## config.mk

```make
export PLATFORM = sky130hd
export DESIGN_NAME = msq_sequencer
export DESIGN_NICKNAME = d
export VERILOG_FILES = /design/src/core/msq_pkg.sv /design/src/core/msq_sequencer.sv
export VERILOG_INCLUDE_DIRS = /design/src /design/src/core
export SDC_FILE = /design/constraint.sdc
export NUM_CORES = 1
export LEC_CHECK = 0
export ABC_AREA = 1
export BUFFER_PORTS_ARGS = -buffer_cell sky130_fd_sc_hd__buf_2
export CAP_MARGIN = 10
export CORE_MARGIN = 2
export CORE_UTILIZATION = 30
export CTS_BUF_LIST = sky130_fd_sc_hd__clkbuf_8
export CTS_CLUSTER_DIAMETER = 50
export CTS_CLUSTER_SIZE = 25
export DETAILED_ROUTE_END_ITERATION = 12
export PLACE_DENSITY = 0.49
export SLEW_MARGIN = 20
export SYNTH_ARGS = -nofsm -noshare
export SYNTH_HDL_FRONTEND = slang
export SYNTH_SLANG_ARGS = --single-unit
export TNS_END_PERCENT = 30
```

## constraint.sdc

```tcl
create_clock -name pclk -period 5.4 [get_ports pclk]
set_input_delay 1.08 -clock pclk [delete_from_list [all_inputs] [get_ports pclk]]
set_output_delay 1.08 -clock pclk [all_outputs]
set_load 0.02 [all_outputs]
```

## src/core/msq_map.svh

```systemverilog
/*
  Register offsets, field positions, reset values and fixed codes of the
  measurement instruction sequencer.
  Assumes inclusion by bare name; holds definitions only.
*/
`ifndef MSQ_MAP_SVH
`define MSQ_MAP_SVH

// Register byte offsets on the APB
`define MSQ_OFF_CMD 8'h00
`define MSQ_OFF_PEXP 8'h04
`define MSQ_OFF_PRES 8'h08
`define MSQ_OFF_CTRL 8'h0C
`define MSQ_OFF_STAT 8'h10
`define MSQ_OFF_ERR 8'h14
`define MSQ_OFF_CONF 8'h18
`define MSQ_OFF_CEXP 8'h1C
`define MSQ_OFF_CRES 8'h20
`define MSQ_OFF_RES 8'h24
`define MSQ_OFF_TAG 8'h28

// Widths of packed words carried in registers
`define MSQ_CMD_W 14
`define MSQ_CFG_W 8
`define MSQ_TAG_W 11

// Control register fields
`define MSQ_CTRL_MATH 0
`define MSQ_CTRL_STATS 1
`define MSQ_CTRL_LIMIT 2
`define MSQ_CTRL_ATRIG 3
`define MSQ_CTRL_FMT 4
`define MSQ_CTRL_DIG_LSB 8
`define MSQ_CTRL_DIG_MSB 11
`define MSQ_DIG_RST 4'h4

// Status register fields; 4 to 6 are sticky, write one to clear
`define MSQ_ST_BUSY 0
`define MSQ_ST_RUN 1
`define MSQ_ST_DATA 2
`define MSQ_ST_QVALID 3
`define MSQ_ST_WARN 4
`define MSQ_ST_ERR 5
`define MSQ_ST_OVR 6
`define MSQ_ST_CONF 7

// Error codes, 16-bit two's complement
`define MSQ_ERR_STALE 16'hFF1A
`define MSQ_ERR_INIT_IGN 16'hFF2B
`define MSQ_ERR_NO_CONF 16'hFF38

// Not-a-number result word, single precision
`define MSQ_NAN_WORD 32'h7E951BBA

`endif

```

## src/core/msq_pkg.sv

```systemverilog
/*
  Types of the measurement instruction sequencer: commands, functions,
  channel lists, parameter presence, states and carrier structs.
  Assumes nothing of its surroundings.
*/
package msq_pkg;

  // Command opcodes
  typedef enum logic [2:0] {
    OP_NOP = 3'h0, OP_CONF = 3'h1, OP_MEAS = 3'h2, OP_READ = 3'h3,
    OP_INIT = 3'h4, OP_FETCH = 3'h5, OP_CONFQ = 3'h6, OP_RSV = 3'h7
  } msq_op_e;

  // Measurement functions; none means omitted
  typedef enum logic [2:0] {
    FN_NONE = 3'h0, FN_FREQ = 3'h1, FN_PER = 3'h2, FN_RATIO = 3'h3,
    FN_VMAX = 3'h4, FN_VMIN = 3'h5, FN_PTP = 3'h6, FN_RSV = 3'h7
  } msq_fn_e;

  // Channel list codes
  typedef enum logic [2:0] {
    CH_OMIT = 3'h0, CH_1 = 3'h1, CH_2 = 3'h2, CH_12 = 3'h3, CH_21 = 3'h4
  } msq_ch_e;

  // Presence of a numeric parameter
  typedef enum logic [1:0] {
    P_OMIT = 2'h0, P_DEF = 2'h1, P_VAL = 2'h2
  } msq_pres_e;

  // Sequencer states
  typedef enum logic [1:0] {
    ST_IDLE = 2'b00, ST_RUN = 2'b01, ST_HOLD = 2'b10, ST_RESTART = 2'b11
  } msq_st_e;

  // Command word, opcode in the low bits
  typedef struct packed {
    logic extra;
    msq_pres_e res;
    msq_pres_e exp;
    msq_ch_e ch;
    msq_fn_e fn;
    msq_op_e op;
  } msq_cmd_s;

  // Stored configuration as reported by the configuration query
  typedef struct packed {
    logic res_def;
    logic exp_def;
    msq_ch_e ch;
    msq_fn_e fn;
  } msq_cfg_s;

  // Tag of the queued reply
  typedef struct packed {
    logic derived;
    logic nan;
    logic empty;
    msq_fn_e fn;
    logic fmt_real;
    logic [3:0] digits;
  } msq_tag_s;

  // Request to the acquisition engine
  typedef struct packed {
    msq_fn_e fn;
    msq_ch_e ch;
  } msq_acq_s;

endpackage : msq_pkg

```

## src/core/msq_sequencer.sv

```systemverilog
/*
  Measurement instruction sequencer: configure, initiate, fetch, read,
  measure and configuration query, issued over APB, with hold-off of
  later commands while a measure, read or fetch awaits its acquisition.
  Assumes an acquisition engine that answers acq_start with one acq_done
  pulse unless aborted, and a formatter that renders the queued result
  word using its tag.
*/
// Chosen here: the placing of the registers and the APB register port.
// Contract
// - Measure configures, acquires, queues one result
// - Configure sets up but never starts acquisition
// - Read equals initiate then fetch
// - Acquired data kept for repeated fetches
// - Unexpected parameter ignored, command warning set
// - No valid data logs error -230
// - Fetch without data returns not-a-number
// - Omitted or default parameters take defaults
// - Configure and measure disable math, statistics, limits
// - Channel 1, non-peaks: enable, level, invoke auto-trigger
// - Configuration query reports last configure or measure
// - Reset, recall, function select leave configuration alone
// - Query before any configure: error, empty reply
// - Fetch derives only listed function pairs
// - Fetch without function uses last function
// - Fetch during measurement stalls later commands; here a fetch in the acq_done cycle is dropped
// - Measure during measurement aborts, restarts, stalls
// - Replies follow ASCII or real format
// - ASCII replies carry 1 to 15 digits
// - Read mid-measurement aborts, idles, restarts, stalls
`timescale 1ns/1ns
`include "msq_map.svh"

module msq_sequencer (
  // Clock, reset, clock enable
  input wire logic pclk,
  input wire logic presetn,
  input wire logic ce,
  // APB slave
  input wire logic psel,
  input wire logic penable,
  input wire logic pwrite,
  input wire logic [7:0] paddr,
  input wire logic [31:0] pwdata,
  output logic [31:0] prdata,
  output logic pready,
  output logic pslverr,
  // Device clear request
  input wire logic dev_clear,
  // Acquisition engine
  output logic acq_start,
  output logic acq_abort,
  output msq_pkg::msq_acq_s acq_sel,
  input wire logic acq_done,
  input wire logic acq_ok,
  input wire logic [31:0] acq_value,
  // Measurement settings
  output logic math_en,
  output logic stats_en,
  output logic limit_en,
  output logic atrig_en,
  output logic atrig_level_set,
  output logic atrig_run
);

  // Function pairs that can be derived from one another
  function automatic logic can_derive(msq_pkg::msq_fn_e want, msq_pkg::msq_fn_e have);
    logic want_pk;
    logic have_pk;
    want_pk = (want == msq_pkg::FN_VMAX) || (want == msq_pkg::FN_VMIN) ||
              (want == msq_pkg::FN_PTP);
    have_pk = (have == msq_pkg::FN_VMAX) || (have == msq_pkg::FN_VMIN) ||
              (have == msq_pkg::FN_PTP);
    can_derive = (want == have) || (want_pk && have_pk) ||
                 (want == msq_pkg::FN_FREQ && have == msq_pkg::FN_PER) ||
                 (want == msq_pkg::FN_PER && have == msq_pkg::FN_FREQ);
  endfunction : can_derive

  // Peaks functions never use auto-trigger
  function automatic logic is_peaks(msq_pkg::msq_fn_e fn);
    is_peaks = (fn == msq_pkg::FN_VMAX) || (fn == msq_pkg::FN_VMIN) ||
               (fn == msq_pkg::FN_PTP);
  endfunction : is_peaks

  // State
  msq_pkg::msq_st_e st_q; // Sequencer state
  logic fin_q; // Fetch owed after completion
  msq_pkg::msq_fn_e pend_fn_q; // Function of the owed fetch
  msq_pkg::msq_fn_e last_fn_q; // Last used function
  logic [31:0] pexp_q; // Expected value staging
  logic [31:0] pres_q; // Resolution staging
  logic fmt_real_q; // Reply format, 1 = real
  logic [3:0] digits_q; // Resolution digits
  msq_pkg::msq_cfg_s cfg_q; // Configuration record
  logic [31:0] cexp_q; // Configured expected value
  logic [31:0] cres_q; // Configured resolution
  logic conf_valid_q; // Configured since power-on
  logic data_valid_q; // Stored acquisition valid
  msq_pkg::msq_fn_e data_fn_q; // Function stored data belongs to
  logic [31:0] data_q; // Stored acquisition
  logic [31:0] res_q; // Queued reply word
  msq_pkg::msq_tag_s tag_q; // Queued reply tag
  logic qvalid_q; // Reply waiting in queue
  logic warn_q; // Command warning, sticky
  logic err_q; // Error logged, sticky
  logic ovr_q; // Reply overwritten, sticky
  logic [15:0] err_code_q; // Last error code
  logic [31:0] prdata_q;
  logic pready_q;
  logic pslverr_q;
  logic atrig_pend_q; // Auto-trigger to invoke next cycle

  // Decoded command
  msq_pkg::msq_cmd_s cmd;
  msq_pkg::msq_ch_e cmd_ch; // Channel list after defaulting
  msq_pkg::msq_fn_e req_fn; // Fetch function after defaulting
  logic busy; // Hold-off of further commands
  logic wr_fire;
  logic rd_fire;
  logic exec;
  logic is_cfg; // Configure or measure
  logic do_atrig;
  logic imm_fetch;
  logic fetch_go;
  msq_pkg::msq_fn_e fetch_fn;
  logic fetch_ok;
  logic push;

  assign cmd = msq_pkg::msq_cmd_s'(pwdata[`MSQ_CMD_W-1:0]);
  assign busy = (st_q == msq_pkg::ST_HOLD) || (st_q == msq_pkg::ST_RESTART) || fin_q;
  assign wr_fire = ce && psel && penable && pready_q && pwrite;
  assign rd_fire = ce && psel && penable && pready_q && !pwrite;
  assign exec = wr_fire && (paddr == `MSQ_OFF_CMD);
  assign is_cfg = exec && (cmd.op == msq_pkg::OP_CONF || cmd.op == msq_pkg::OP_MEAS);
  // Omitted channel list takes the function's default
  assign cmd_ch = (cmd.ch != msq_pkg::CH_OMIT) ? cmd.ch :
                  (cmd.fn == msq_pkg::FN_RATIO) ? msq_pkg::CH_12 : msq_pkg::CH_1;
  assign do_atrig = is_cfg && !is_peaks(cmd.fn) && (cmd_ch != msq_pkg::CH_2);
  assign req_fn = (cmd.fn == msq_pkg::FN_NONE) ? last_fn_q : cmd.fn;
  assign imm_fetch = exec && (cmd.op == msq_pkg::OP_FETCH) && (st_q == msq_pkg::ST_IDLE);
  assign fetch_go = imm_fetch || fin_q;
  assign fetch_fn = imm_fetch ? req_fn : pend_fn_q;
  assign fetch_ok = data_valid_q && can_derive(fetch_fn, data_fn_q);
  assign push = fetch_go || (exec && cmd.op == msq_pkg::OP_CONFQ);

  // Read data for an address
  function automatic logic [31:0] rd_word(logic [7:0] a);
    rd_word = 32'h0000_0000;
    if (a == `MSQ_OFF_PEXP) begin
      rd_word = pexp_q;
    end else if (a == `MSQ_OFF_PRES) begin
      rd_word = pres_q;
    end else if (a == `MSQ_OFF_CTRL) begin
      rd_word[`MSQ_CTRL_MATH] = math_en;
      rd_word[`MSQ_CTRL_STATS] = stats_en;
      rd_word[`MSQ_CTRL_LIMIT] = limit_en;
      rd_word[`MSQ_CTRL_ATRIG] = atrig_en;
      rd_word[`MSQ_CTRL_FMT] = fmt_real_q;
      rd_word[`MSQ_CTRL_DIG_MSB:`MSQ_CTRL_DIG_LSB] = digits_q;
    end else if (a == `MSQ_OFF_STAT) begin
      rd_word[`MSQ_ST_BUSY] = busy;
      rd_word[`MSQ_ST_RUN] = (st_q != msq_pkg::ST_IDLE);
      rd_word[`MSQ_ST_DATA] = data_valid_q;
      rd_word[`MSQ_ST_QVALID] = qvalid_q;
      rd_word[`MSQ_ST_WARN] = warn_q;
      rd_word[`MSQ_ST_ERR] = err_q;
      rd_word[`MSQ_ST_OVR] = ovr_q;
      rd_word[`MSQ_ST_CONF] = conf_valid_q;
    end else if (a == `MSQ_OFF_ERR) begin
      rd_word[15:0] = err_code_q;
    end else if (a == `MSQ_OFF_CONF) begin
      rd_word[`MSQ_CFG_W-1:0] = cfg_q;
    end else if (a == `MSQ_OFF_CEXP) begin
      rd_word = cexp_q;
    end else if (a == `MSQ_OFF_CRES) begin
      rd_word = cres_q;
    end else if (a == `MSQ_OFF_RES) begin
      rd_word = res_q;
    end else if (a == `MSQ_OFF_TAG) begin
      rd_word[`MSQ_TAG_W-1:0] = tag_q;
    end
  endfunction : rd_word

  // Address is mapped
  function automatic logic mapped(logic [7:0] a);
    mapped = (a == `MSQ_OFF_CMD) || (a == `MSQ_OFF_PEXP) || (a == `MSQ_OFF_PRES) ||
             (a == `MSQ_OFF_CTRL) || (a == `MSQ_OFF_STAT) || (a == `MSQ_OFF_ERR) ||
             (a == `MSQ_OFF_CONF) || (a == `MSQ_OFF_CEXP) || (a == `MSQ_OFF_CRES) ||
             (a == `MSQ_OFF_RES) || (a == `MSQ_OFF_TAG);
  endfunction : mapped

  // APB answer: one wait state; a command write waits out the hold-off
  always_ff @(posedge pclk or negedge presetn) begin
    if (!presetn) begin
      pready_q <= 1'b0;
      prdata_q <= 32'h0000_0000;
      pslverr_q <= 1'b0;
    end else if (ce) begin
      if (psel && penable && !pready_q) begin
        // Stall the next command until the pending one completes
        if (!(pwrite && paddr == `MSQ_OFF_CMD && busy)) begin
          pready_q <= 1'b1;
          prdata_q <= pwrite ? 32'h0000_0000 : rd_word(paddr);
          pslverr_q <= !mapped(paddr);
        end
      end else begin
        pready_q <= 1'b0;
        pslverr_q <= 1'b0;
      end
    end
  end

  // Parameter staging registers
  always_ff @(posedge pclk or negedge presetn) begin
    if (!presetn) begin
      pexp_q <= 32'h0000_0000;
      pres_q <= 32'h0000_0000;
    end else if (wr_fire) begin
      if (paddr == `MSQ_OFF_PEXP) begin
        pexp_q <= pwdata;
      end else if (paddr == `MSQ_OFF_PRES) begin
        pres_q <= pwdata;
      end
    end
  end

  // Measurement settings; configure and measure override software
  always_ff @(posedge pclk or negedge presetn) begin
    if (!presetn) begin
      math_en <= 1'b0;
      stats_en <= 1'b0;
      limit_en <= 1'b0;
      atrig_en <= 1'b0;
      fmt_real_q <= 1'b0;
      digits_q <= `MSQ_DIG_RST;
    end else if (is_cfg) begin
      math_en <= 1'b0;
      stats_en <= 1'b0;
      limit_en <= 1'b0;
      atrig_en <= do_atrig ? 1'b1 : atrig_en;
    end else if (wr_fire && paddr == `MSQ_OFF_CTRL) begin
      math_en <= pwdata[`MSQ_CTRL_MATH];
      stats_en <= pwdata[`MSQ_CTRL_STATS];
      limit_en <= pwdata[`MSQ_CTRL_LIMIT];
      atrig_en <= pwdata[`MSQ_CTRL_ATRIG];
      fmt_real_q <= pwdata[`MSQ_CTRL_FMT];
      // Digits clamp into 1 to 15
      digits_q <= (pwdata[`MSQ_CTRL_DIG_MSB:`MSQ_CTRL_DIG_LSB] == 4'h0) ? 4'h1 :
                  pwdata[`MSQ_CTRL_DIG_MSB:`MSQ_CTRL_DIG_LSB];
    end
  end

  // Auto-trigger: enable and level first, invoke one cycle later
  always_ff @(posedge pclk or negedge presetn) begin
    if (!presetn) begin
      atrig_level_set <= 1'b0;
      atrig_run <= 1'b0;
      atrig_pend_q <= 1'b0;
    end else if (ce) begin
      atrig_level_set <= do_atrig;
      atrig_pend_q <= do_atrig;
      atrig_run <= atrig_pend_q;
    end
  end

  // Configuration record; only configure and measure touch it
  always_ff @(posedge pclk or negedge presetn) begin
    if (!presetn) begin
      cfg_q <= '0;
      cexp_q <= 32'h0000_0000;
      cres_q <= 32'h0000_0000;
      conf_valid_q <= 1'b0;
    end else if (is_cfg) begin
      cfg_q.fn <= cmd.fn;
      cfg_q.ch <= cmd_ch;
      // Default keyword or omission; resolution defaults too when expected is omitted
      cfg_q.exp_def <= (cmd.exp != msq_pkg::P_VAL);
      cfg_q.res_def <= (cmd.res != msq_pkg::P_VAL) || (cmd.exp == msq_pkg::P_OMIT);
      cexp_q <= (cmd.exp == msq_pkg::P_VAL) ? pexp_q : 32'h0000_0000;
      cres_q <= (cmd.res == msq_pkg::P_VAL && cmd.exp != msq_pkg::P_OMIT) ?
                pres_q : 32'h0000_0000;
      conf_valid_q <= 1'b1;
    end
  end

  // Last used function for fetches without a name
  always_ff @(posedge pclk or negedge presetn) begin
    if (!presetn) begin
      last_fn_q <= msq_pkg::FN_NONE;
    end else if (exec && cmd.fn != msq_pkg::FN_NONE) begin
      if (cmd.op == msq_pkg::OP_CONF || cmd.op == msq_pkg::OP_MEAS ||
          cmd.op == msq_pkg::OP_READ || cmd.op == msq_pkg::OP_FETCH) begin
        last_fn_q <= cmd.fn;
      end
    end
  end

  // Sequencer state machine and acquisition strobes
  always_ff @(posedge pclk or negedge presetn) begin
    if (!presetn) begin
      st_q <= msq_pkg::ST_IDLE;
      fin_q <= 1'b0;
      pend_fn_q <= msq_pkg::FN_NONE;
      acq_start <= 1'b0;
      acq_abort <= 1'b0;
      acq_sel <= '0;
    end else if (ce) begin
      acq_start <= 1'b0;
      acq_abort <= 1'b0;
      fin_q <= 1'b0;
      if (dev_clear) begin
        // Device clear cancels the hold-off and any measurement
        acq_abort <= (st_q != msq_pkg::ST_IDLE);
        st_q <= msq_pkg::ST_IDLE;
      end else begin
        case (st_q)
          msq_pkg::ST_IDLE, msq_pkg::ST_RUN: begin
            if (st_q == msq_pkg::ST_RUN && acq_done) begin
              st_q <= msq_pkg::ST_IDLE;
            end
            if (exec) begin
              case (cmd.op)
                msq_pkg::OP_MEAS, msq_pkg::OP_READ: begin
                  // Abort a running one, then start afresh and hold
                  acq_abort <= (st_q == msq_pkg::ST_RUN);
                  pend_fn_q <= (cmd.op == msq_pkg::OP_MEAS) ? cmd.fn : req_fn;
                  if (cmd.op == msq_pkg::OP_MEAS) begin
                    acq_sel <= '{fn: cmd.fn, ch: cmd_ch};
                  end
                  st_q <= msq_pkg::ST_RESTART;
                end
                msq_pkg::OP_INIT: begin
                  if (st_q == msq_pkg::ST_IDLE) begin
                    acq_start <= 1'b1;
                    st_q <= msq_pkg::ST_RUN;
                  end
                end
                msq_pkg::OP_FETCH: begin
                  // Fetch while running waits for completion; one taken in the acq_done cycle is dropped
                  if (st_q == msq_pkg::ST_RUN && !acq_done) begin
                    pend_fn_q <= req_fn;
                    st_q <= msq_pkg::ST_HOLD;
                  end
                end
                msq_pkg::OP_CONF: begin
                  acq_sel <= '{fn: cmd.fn, ch: cmd_ch};
                end
                default: begin
                end
              endcase
            end
          end
          msq_pkg::ST_RESTART: begin
            acq_start <= 1'b1;
            st_q <= msq_pkg::ST_HOLD;
          end
          msq_pkg::ST_HOLD: begin
            // Only completion releases the hold-off here
            if (acq_done) begin
              fin_q <= 1'b1;
              st_q <= msq_pkg::ST_IDLE;
            end
          end
          default: begin
            st_q <= msq_pkg::ST_IDLE;
          end
        endcase
      end
    end
  end

  // Stored acquisition, kept across fetches
  always_ff @(posedge pclk or negedge presetn) begin
    if (!presetn) begin
      data_valid_q <= 1'b0;
      data_fn_q <= msq_pkg::FN_NONE;
      data_q <= 32'h0000_0000;
    end else if (ce) begin
      if (acq_start) begin
        data_valid_q <= 1'b0;
      end else if (acq_done && (st_q == msq_pkg::ST_RUN || st_q == msq_pkg::ST_HOLD)) begin
        data_valid_q <= acq_ok;
        data_fn_q <= acq_sel.fn;
        data_q <= acq_value;
      end
    end
  end

  // Output queue of one reply; reading the result pops it
  always_ff @(posedge pclk or negedge presetn) begin
    if (!presetn) begin
      res_q <= 32'h0000_0000;
      tag_q <= '0;
      qvalid_q <= 1'b0;
    end else if (ce) begin
      if (push) begin
        qvalid_q <= 1'b1;
        tag_q.fmt_real <= fmt_real_q;
        tag_q.digits <= digits_q;
        if (fetch_go) begin
          res_q <= fetch_ok ? data_q : `MSQ_NAN_WORD;
          tag_q.nan <= !fetch_ok;
          tag_q.empty <= 1'b0;
          tag_q.fn <= fetch_fn;
          tag_q.derived <= fetch_ok && (fetch_fn != data_fn_q);
        end else begin
          // Configuration query reply, empty before any configure
          res_q <= {24'h00_0000, cfg_q};
          tag_q.nan <= 1'b0;
          tag_q.empty <= !conf_valid_q;
          tag_q.fn <= cfg_q.fn;
          tag_q.derived <= 1'b0;
        end
      end else if (rd_fire && paddr == `MSQ_OFF_RES) begin
        qvalid_q <= 1'b0;
      end
    end
  end

  // Sticky status and error code; a new event beats a clear
  always_ff @(posedge pclk or negedge presetn) begin
    if (!presetn) begin
      warn_q <= 1'b0;
      err_q <= 1'b0;
      ovr_q <= 1'b0;
      err_code_q <= 16'h0000;
    end else if (ce) begin
      if (exec && cmd.extra) begin
        warn_q <= 1'b1;
      end else if (wr_fire && paddr == `MSQ_OFF_STAT && pwdata[`MSQ_ST_WARN]) begin
        warn_q <= 1'b0;
      end
      if (push && qvalid_q && !(rd_fire && paddr == `MSQ_OFF_RES)) begin
        ovr_q <= 1'b1;
      end else if (wr_fire && paddr == `MSQ_OFF_STAT && pwdata[`MSQ_ST_OVR]) begin
        ovr_q <= 1'b0;
      end
      if (fetch_go && !fetch_ok) begin
        err_q <= 1'b1;
        err_code_q <= `MSQ_ERR_STALE;
      end else if (exec && cmd.op == msq_pkg::OP_CONFQ && !conf_valid_q) begin
        err_q <= 1'b1;
        err_code_q <= `MSQ_ERR_NO_CONF;
      end else if (exec && cmd.op == msq_pkg::OP_INIT && st_q != msq_pkg::ST_IDLE) begin
        err_q <= 1'b1;
        err_code_q <= `MSQ_ERR_INIT_IGN;
      end else if (wr_fire && paddr == `MSQ_OFF_STAT && pwdata[`MSQ_ST_ERR]) begin
        err_q <= 1'b0;
      end
    end
  end

  // Bus outputs straight from flops
  assign prdata = prdata_q;
  assign pready = pready_q;
  assign pslverr = pslverr_q;

endmodule : msq_sequencer

```

Yosys cells after proc, flatten, opt, wreduce, memory -nomap -nowiden. Cells that the tools add are included.

Register bits: 298. Input bits: 81. Output and inout port bits: 48. Word-level logic and storage cells: 296.

Equality and inequality tests: 45. Mux-type cells: 90. Bitwise gates (word level): 5. Reductions and logical operators: 113.

Operator list (number): $mux 32 (18); $mux 16 (5); $mux 24 (2); $logic_and 1x1->1 (39); $eq 3x3->1 const B (12); $mux 1 (36); $eq 8x5->1 const B (4); $logic_or 1x1->1 (28); $reduce_and 2->1 (13); $eq 8x6->1 const B (3); $mux 11 (2); $mux 21 (1); $mux 20 (1); $mux 3 (6); $reduce_bool 2->1 (9); $eq 8x4->1 const B (2); $mux 8 (2); $eq 3x2->1 const B (5); $mux 2 (7); $mux 6 (2); $pmux 2 s3 (2); $pmux 6 s2 (1); $reduce_and 6->1 (2); $eq 3x1->1 const B (3); other kinds (23) (48).

Longest topological paths before layout.
Word-level depth: 21. Mapped depth: 20. Mapped depth without buffers: 19.

Worst setup path after synthesis. Ideal clock, no wire load.

Path kind: input to register. From: input port ce. To: register res_q[11]. Setup time: 137 ps. Arrival: 2552 ps. Required time: 5263 ps. Slack: 2710 ps. Stages: 17. Path buffers: 2. Path through: buf_4 -> nand2_2 -> nor2_4 -> nand2_4 -> inv_4 -> nand4_2 -> nand2_1 -> nand2_2 -> nor2_1 -> nand2_1 -> nand2_1 -> nand2_2 -> nand2_4 -> nand2_4 -> nand2_4 -> buf_8 -> o221ai_1.

Cells in the longest elaborated chain, start to end: 18. Elaborated cells between the ends (all ways): 29. Classes of those cells: eq/ne: 6; mux: 3; reduce/logical: 20.

RTL lines: from (decl) (line msq_sequencer.sv:38) `input wire logic ce,`; $logic_and 1x1->1 (4 in a row) (line msq_sequencer.sv:131) `assign wr_fire = ce && psel && penable && pready_q && pwrite;`; $logic_and 1x1->1 (line msq_sequencer.sv:133) `` assign exec = wr_fire && (paddr == `MSQ_OFF_CMD); ``; $logic_and 1x1->1 (2 in a row) (line msq_sequencer.sv:140) `assign imm_fetch = exec && (cmd.op == msq_pkg::OP_FETCH) && (st_q == msq_pkg::ST_IDLE);`; $mux 3 (line msq_sequencer.sv:142) `assign fetch_fn = imm_fetch ? req_fn : pend_fn_q;`; $eq 3x3->1 (line msq_sequencer.sv:70) `want_pk = (want == msq_pkg::FN_VMAX) || (want == msq_pkg::FN_VMIN) ||`; $logic_or 1x1->1 (2 in a row) (line msq_sequencer.sv:70); $logic_and 1x1->1 (line msq_sequencer.sv:74) `can_derive = (want == have) || (want_pk && have_pk) ||`; $logic_or 1x1->1 (2 in a row) (line msq_sequencer.sv:74); $logic_or 1x1->1 (line msq_sequencer.sv:75) `(want == msq_pkg::FN_FREQ && have == msq_pkg::FN_PER) ||`; $logic_and 1x1->1 (line msq_sequencer.sv:143) `assign fetch_ok = data_valid_q && can_derive(fetch_fn, data_fn_q);`; $mux 32 (no line); $mux 32 (line msq_sequencer.sv:400) `if (fetch_go) begin`; to (signal assigned) (line msq_sequencer.sv:401) `` res_q <= fetch_ok ? data_q : `MSQ_NAN_WORD; ``; to (signal assigned) (line msq_sequencer.sv:408) `res_q <= {24'h00_0000, cfg_q};`; to (decl) (line msq_sequencer.sv:101) `logic [31:0] res_q;`.

Several ways; a longest one is shown, not always the timed one. A chain may end at the register's enable or synchronous reset.

Final worst setup path.
From: register st_q[0]. To: register prdata_q[5] (netlist: prdata[5]).

Cells in the longest elaborated chain, start to end: 6. Elaborated cells between the ends (all ways): 7. Classes of those cells: eq/ne: 2; bitwise: 1; reduce/logical: 4.

RTL lines: from (decl) (line msq_sequencer.sv:86) `msq_pkg::msq_st_e st_q;`; from (signal assigned) (line msq_sequencer.sv:301) `st_q <= msq_pkg::ST_IDLE;`; from (signal assigned) (line msq_sequencer.sv:314) `st_q <= msq_pkg::ST_IDLE;`; from (signal assigned) (line msq_sequencer.sv:319) `st_q <= msq_pkg::ST_IDLE;`; $eq 2x2->1 (line msq_sequencer.sv:130) `assign busy = (st_q == msq_pkg::ST_HOLD) || (st_q == msq_pkg::ST_RESTART) || fin_q;`; $logic_or 1x1->1 (*) (2 in a row) (line msq_sequencer.sv:130); $logic_and 1x1->1 (*) (line msq_sequencer.sv:201) `` if (!(pwrite && paddr == `MSQ_OFF_CMD && busy)) begin ``; $not 1->1 (no line) (*); $reduce_and 3->1 (no line) (*); to (signal assigned) (line msq_sequencer.sv:203) `prdata_q <= pwrite ? 32'h0000_0000 : rd_word(paddr);`; to (decl) (line msq_sequencer.sv:108) `logic [31:0] prdata_q;`.

Every way passes the cells marked *; elsewhere a longest branch is shown, timed or not.

==> summary.md <==
| Metric | Value |
|---|---|
| Critical path cell sequence | `inv_1 > ha_1 > nor2_1 > nand2_1 > nand3_1 > o21ai_0 > nor2_2 > buf_4 > inv_2 > nor2_2 > inv_1 > a21oi_1 > o21ai_0 > nand2_1` |
| Max stage delay on crit path | `around 0.4 ns` |
| Sequential share of the synthesized area | `between 50% and 60%` |
| Ys Warns | `0` |
| Maximum root-to-sink buffer count | `3` |
| Final setup vio count | `0` |
| Post-detail-place hpwl | `slightly above 30 mm` |
| CTS Buf Count | `37` |
| Initial Util | `between 30% and 40%` |
| Most common cell after layout, fill and taps aside | `nand2_1` |
| Vias in the first global route | `around 11,000` |
| Drt drc | `0` |
| Worst vdd ir | `approximately 0.15 mV` |
| Synth async-reset ratio | `100%` |
| Run status | `finished, final reports clean` |
| Number of synthesized register bits | `287` |
| Layout area overhead | `17.3%` |
| Worst EP required | `between 5 and 6 ns` |
| Largest net degree at the start of global routing | `~110` |
| Cts hold-fix bufs | `0` |
| Num rows | `76` |
| Final antenna-violating net count | `0` |
| DP Worst Slack | `1.93 ns` |
| Insertion delay to the later sink of the worst-skew pair | `0.62 ns` |
| Final Hold Viols | `0` |
| All-layer global routing usage | `a little over 20%` |
| Die outline height | `213 microns` |
| Fill cells | `approximately 4,500` |
| Global-route wire length before repair | `68.4 mm` |
| CTS tree | `done` |
| Antenna violations before repair | `0` |
| Vias | `10,985` |
| Max-slew headroom | `38.5%` |
| Final WS setup | `around 2.3 ns` |
| Avg WL per Cell | `~20 microns` |
| Slowest-stage cell, CP | `dfrtp_1` |
| Gpl congestion | `about 0.87` |
| Main synth FF type | `dfrtp_1` |
| Post_cts resized | `0` |
| WP buf/inv | `4` |
| WL final | `between 40 and 50 mm` |
| Fmax | `325 MHz` |
| CP delay by family, top | `simple AND/OR/NAND/NOR gates` |
| CTS root buffer | `clkbuf_8` |
| Post-CTS Setup Bufs | `0` |
| Buffers on Ports | `128` |
| Layout Nets | `around 1,700` |
| Fin area | `0.0153 sq mm` |
| Core area | `roughly 0.043 sq mm` |
| H-Tree Depth | `2` |
| Initial drt markers | `~900` |
| Clock Skews | `about 0.035 ns` |
| PwrDens | `297 mW/mm^2` |
| Chip width | `between 200 and 250 microns` |
| Most frequent cells in the layout | `361 x nand2_1, 286 x dfrtp_1, 216 x o21ai_0` |
| Leakage | `roughly 7.5 nW` |
| Slew @ Worst Pin | `between 0.9 and 1 ns` |
| Net Count, Synth | `1,588` |
| Kind of critical path | `reg2reg` |
| First-pass DRT Iterations | `6` |
| Worst Hold Class | `reg2reg` |
| Critical Path Sink Type | `register` |
| Fin crit share | `between 50% and 60%` |
| Crit path max fanout | `16` |
| Synth Area per Inst | `8.70 sq um` |
| Number of enable flip-flop cells after synthesis | `0` |
| # Max-Cap Violations | `0` |
| I/O Pins | `129` |
| Clk sinks | `around 290` |
| Cell variety after synth | `~50` |
| Layout cells sized above 1 | `~18%` |
| Setup TNS Final | `0 ns` |
| CP Data Arrival Time | `roughly 3.6 ns` |
| Minimum clock period after layout | `3.08 ns` |
| Die area | `between 0.04 and 0.05 sq mm` |
| Gate Count Post-Synth | `between 1,500 and 2,000` |
| Fin. max-slew vios | `0` |
| Startpoint Class | `register` |
| Via density | `just under 5` |
| CTS clock-pin slew for the worst setup and hold paths | `about 0.08 ns` |
| Dpl cell area | `0.0144 sq mm` |
| RSZ-0062 raised after global routing | `false` |
| Total congestion overflow | `0` |
| Syn Std Cell Area | `between 0.01 and 0.015 sq mm` |
==> power by group <==
group          internal, W  switching [W]  total, W
combinational    0.0000884       0.000195  0.000283
clock             0.000975        0.00103   0.00200
sequential         0.00222      0.0000446   0.00227
total              0.00328        0.00127   0.00455
==> per-layer routing <==
metal  vias up  routed length [microns]  GRT usage [%]
li1       5224                        -              -
met1      5419                    21700           29.8
met2       282                    19800           30.9
met3        60                     2050           2.60
met4         0                      930           5.86
met5         -                        0              0
==> registers in the layout (all words and copies together), names as in the netlist, 8 cells and up <==
| register | flops |
|---|---|
| data_q | 32 |
| cres_q | 32 |
| pexp_q | 32 |
| cexp_q | 32 |
| res_q | 32 |
| prdata | 32 |
| tag_q | 11 |
| cfg_q | 8 |
| pres_q | 32 |
==> worst paths after layout <==
| kind | slack (ns) | to | cells after the start | start |
|---|---|---|---|---|
| max | 2.32 | prdata[5] | 14 | st_q[0] |
| min | 0.48 | prdata[10] | 2 | prdata[10] |
| max reg2reg | 2.32 | prdata[5] | 14 | st_q[0] |
| min reg2reg | 0.48 | prdata[10] | 2 | prdata[10] |
| max in group asynchronous | 3.68 | res_q[3] | 2 | presetn |
| min in group asynchronous | 0.49 | atrig_run | 1 | presetn |
==> through the flow <==
step	instances	utilization [%]	hold WS, ns	total power [W]
floorplan	1503	-	0.448	0.00243
global placement	2175	33.4	0.462	0.00260
detailed placement	2175	33.4	0.464	0.00260
CTS	2243	35.6	0.486	0.00462
global route	2243	35.6	0.506	0.00474
finish	2244	35.6	0.478	0.00455
==> final cells by class <==
type	instances	area [sq um]	share of cell area (%)
timing repair buffer	153	851	5.55
multi-input combinational	951	4870	31.8
clock buffer	41	564	3.68
clock inverter	27	375	2.45
inverter	199	749	4.89
sequential	287	7180	46.9
antenna	1	2.50	0.0163
tap	585	732	4.78
==> synthesized netlist by cell type, types with 8 or more instances <==
cell / number / area, sq um
a21oi_1: 71 / 355
a221oi_1: 9 / 78.8
buf_2: 8 / 40.0
clkbuf_1: 52 / 195
dfrtp_1: 286 / 7160
inv_1: 189 / 709
mux2_2: 18 / 203
nand2_1: 363 / 1360
nand3_1: 62 / 310
nand4_1: 11 / 68.8
nor2_1: 66 / 248
nor2_2: 8 / 50.1
o211ai_1: 15 / 113
o21ai_0: 216 / 1080
o221ai_1: 16 / 140
o221ai_2: 10 / 150
o22ai_1: 24 / 150
==> worst reg2reg max path: stages, from the launching register on <==
cell	delay (ns)
dfrtp_1	0.40
inv_1	0.11
ha_1	0.25
nor2_1	0.16
nand2_1	0.14
nand3_1	0.12
o21ai_0	0.13
nor2_2	0.16
buf_4	0.29
inv_2	0.08
nor2_2	0.38
inv_1	0.31
a21oi_1	0.21
o21ai_0	0.17
nand2_1	0.11
==> logic make-up after synthesis <==
| kind of cell | Yosys count | share of synthesized area (%) |
|---|---|---|
| and+or+nand+nor | 537 | 17.5 |
| AOI/OAI and AO/OA | 392 | 17.7 |
| DFF | 287 | 55.0 |
| buffers and inverters | 265 | 7.91 |
| muxes | 18 | 1.55 |
| adders and majority gates | 4 | 0.383 |
Power figures use the tool's default switching activity.
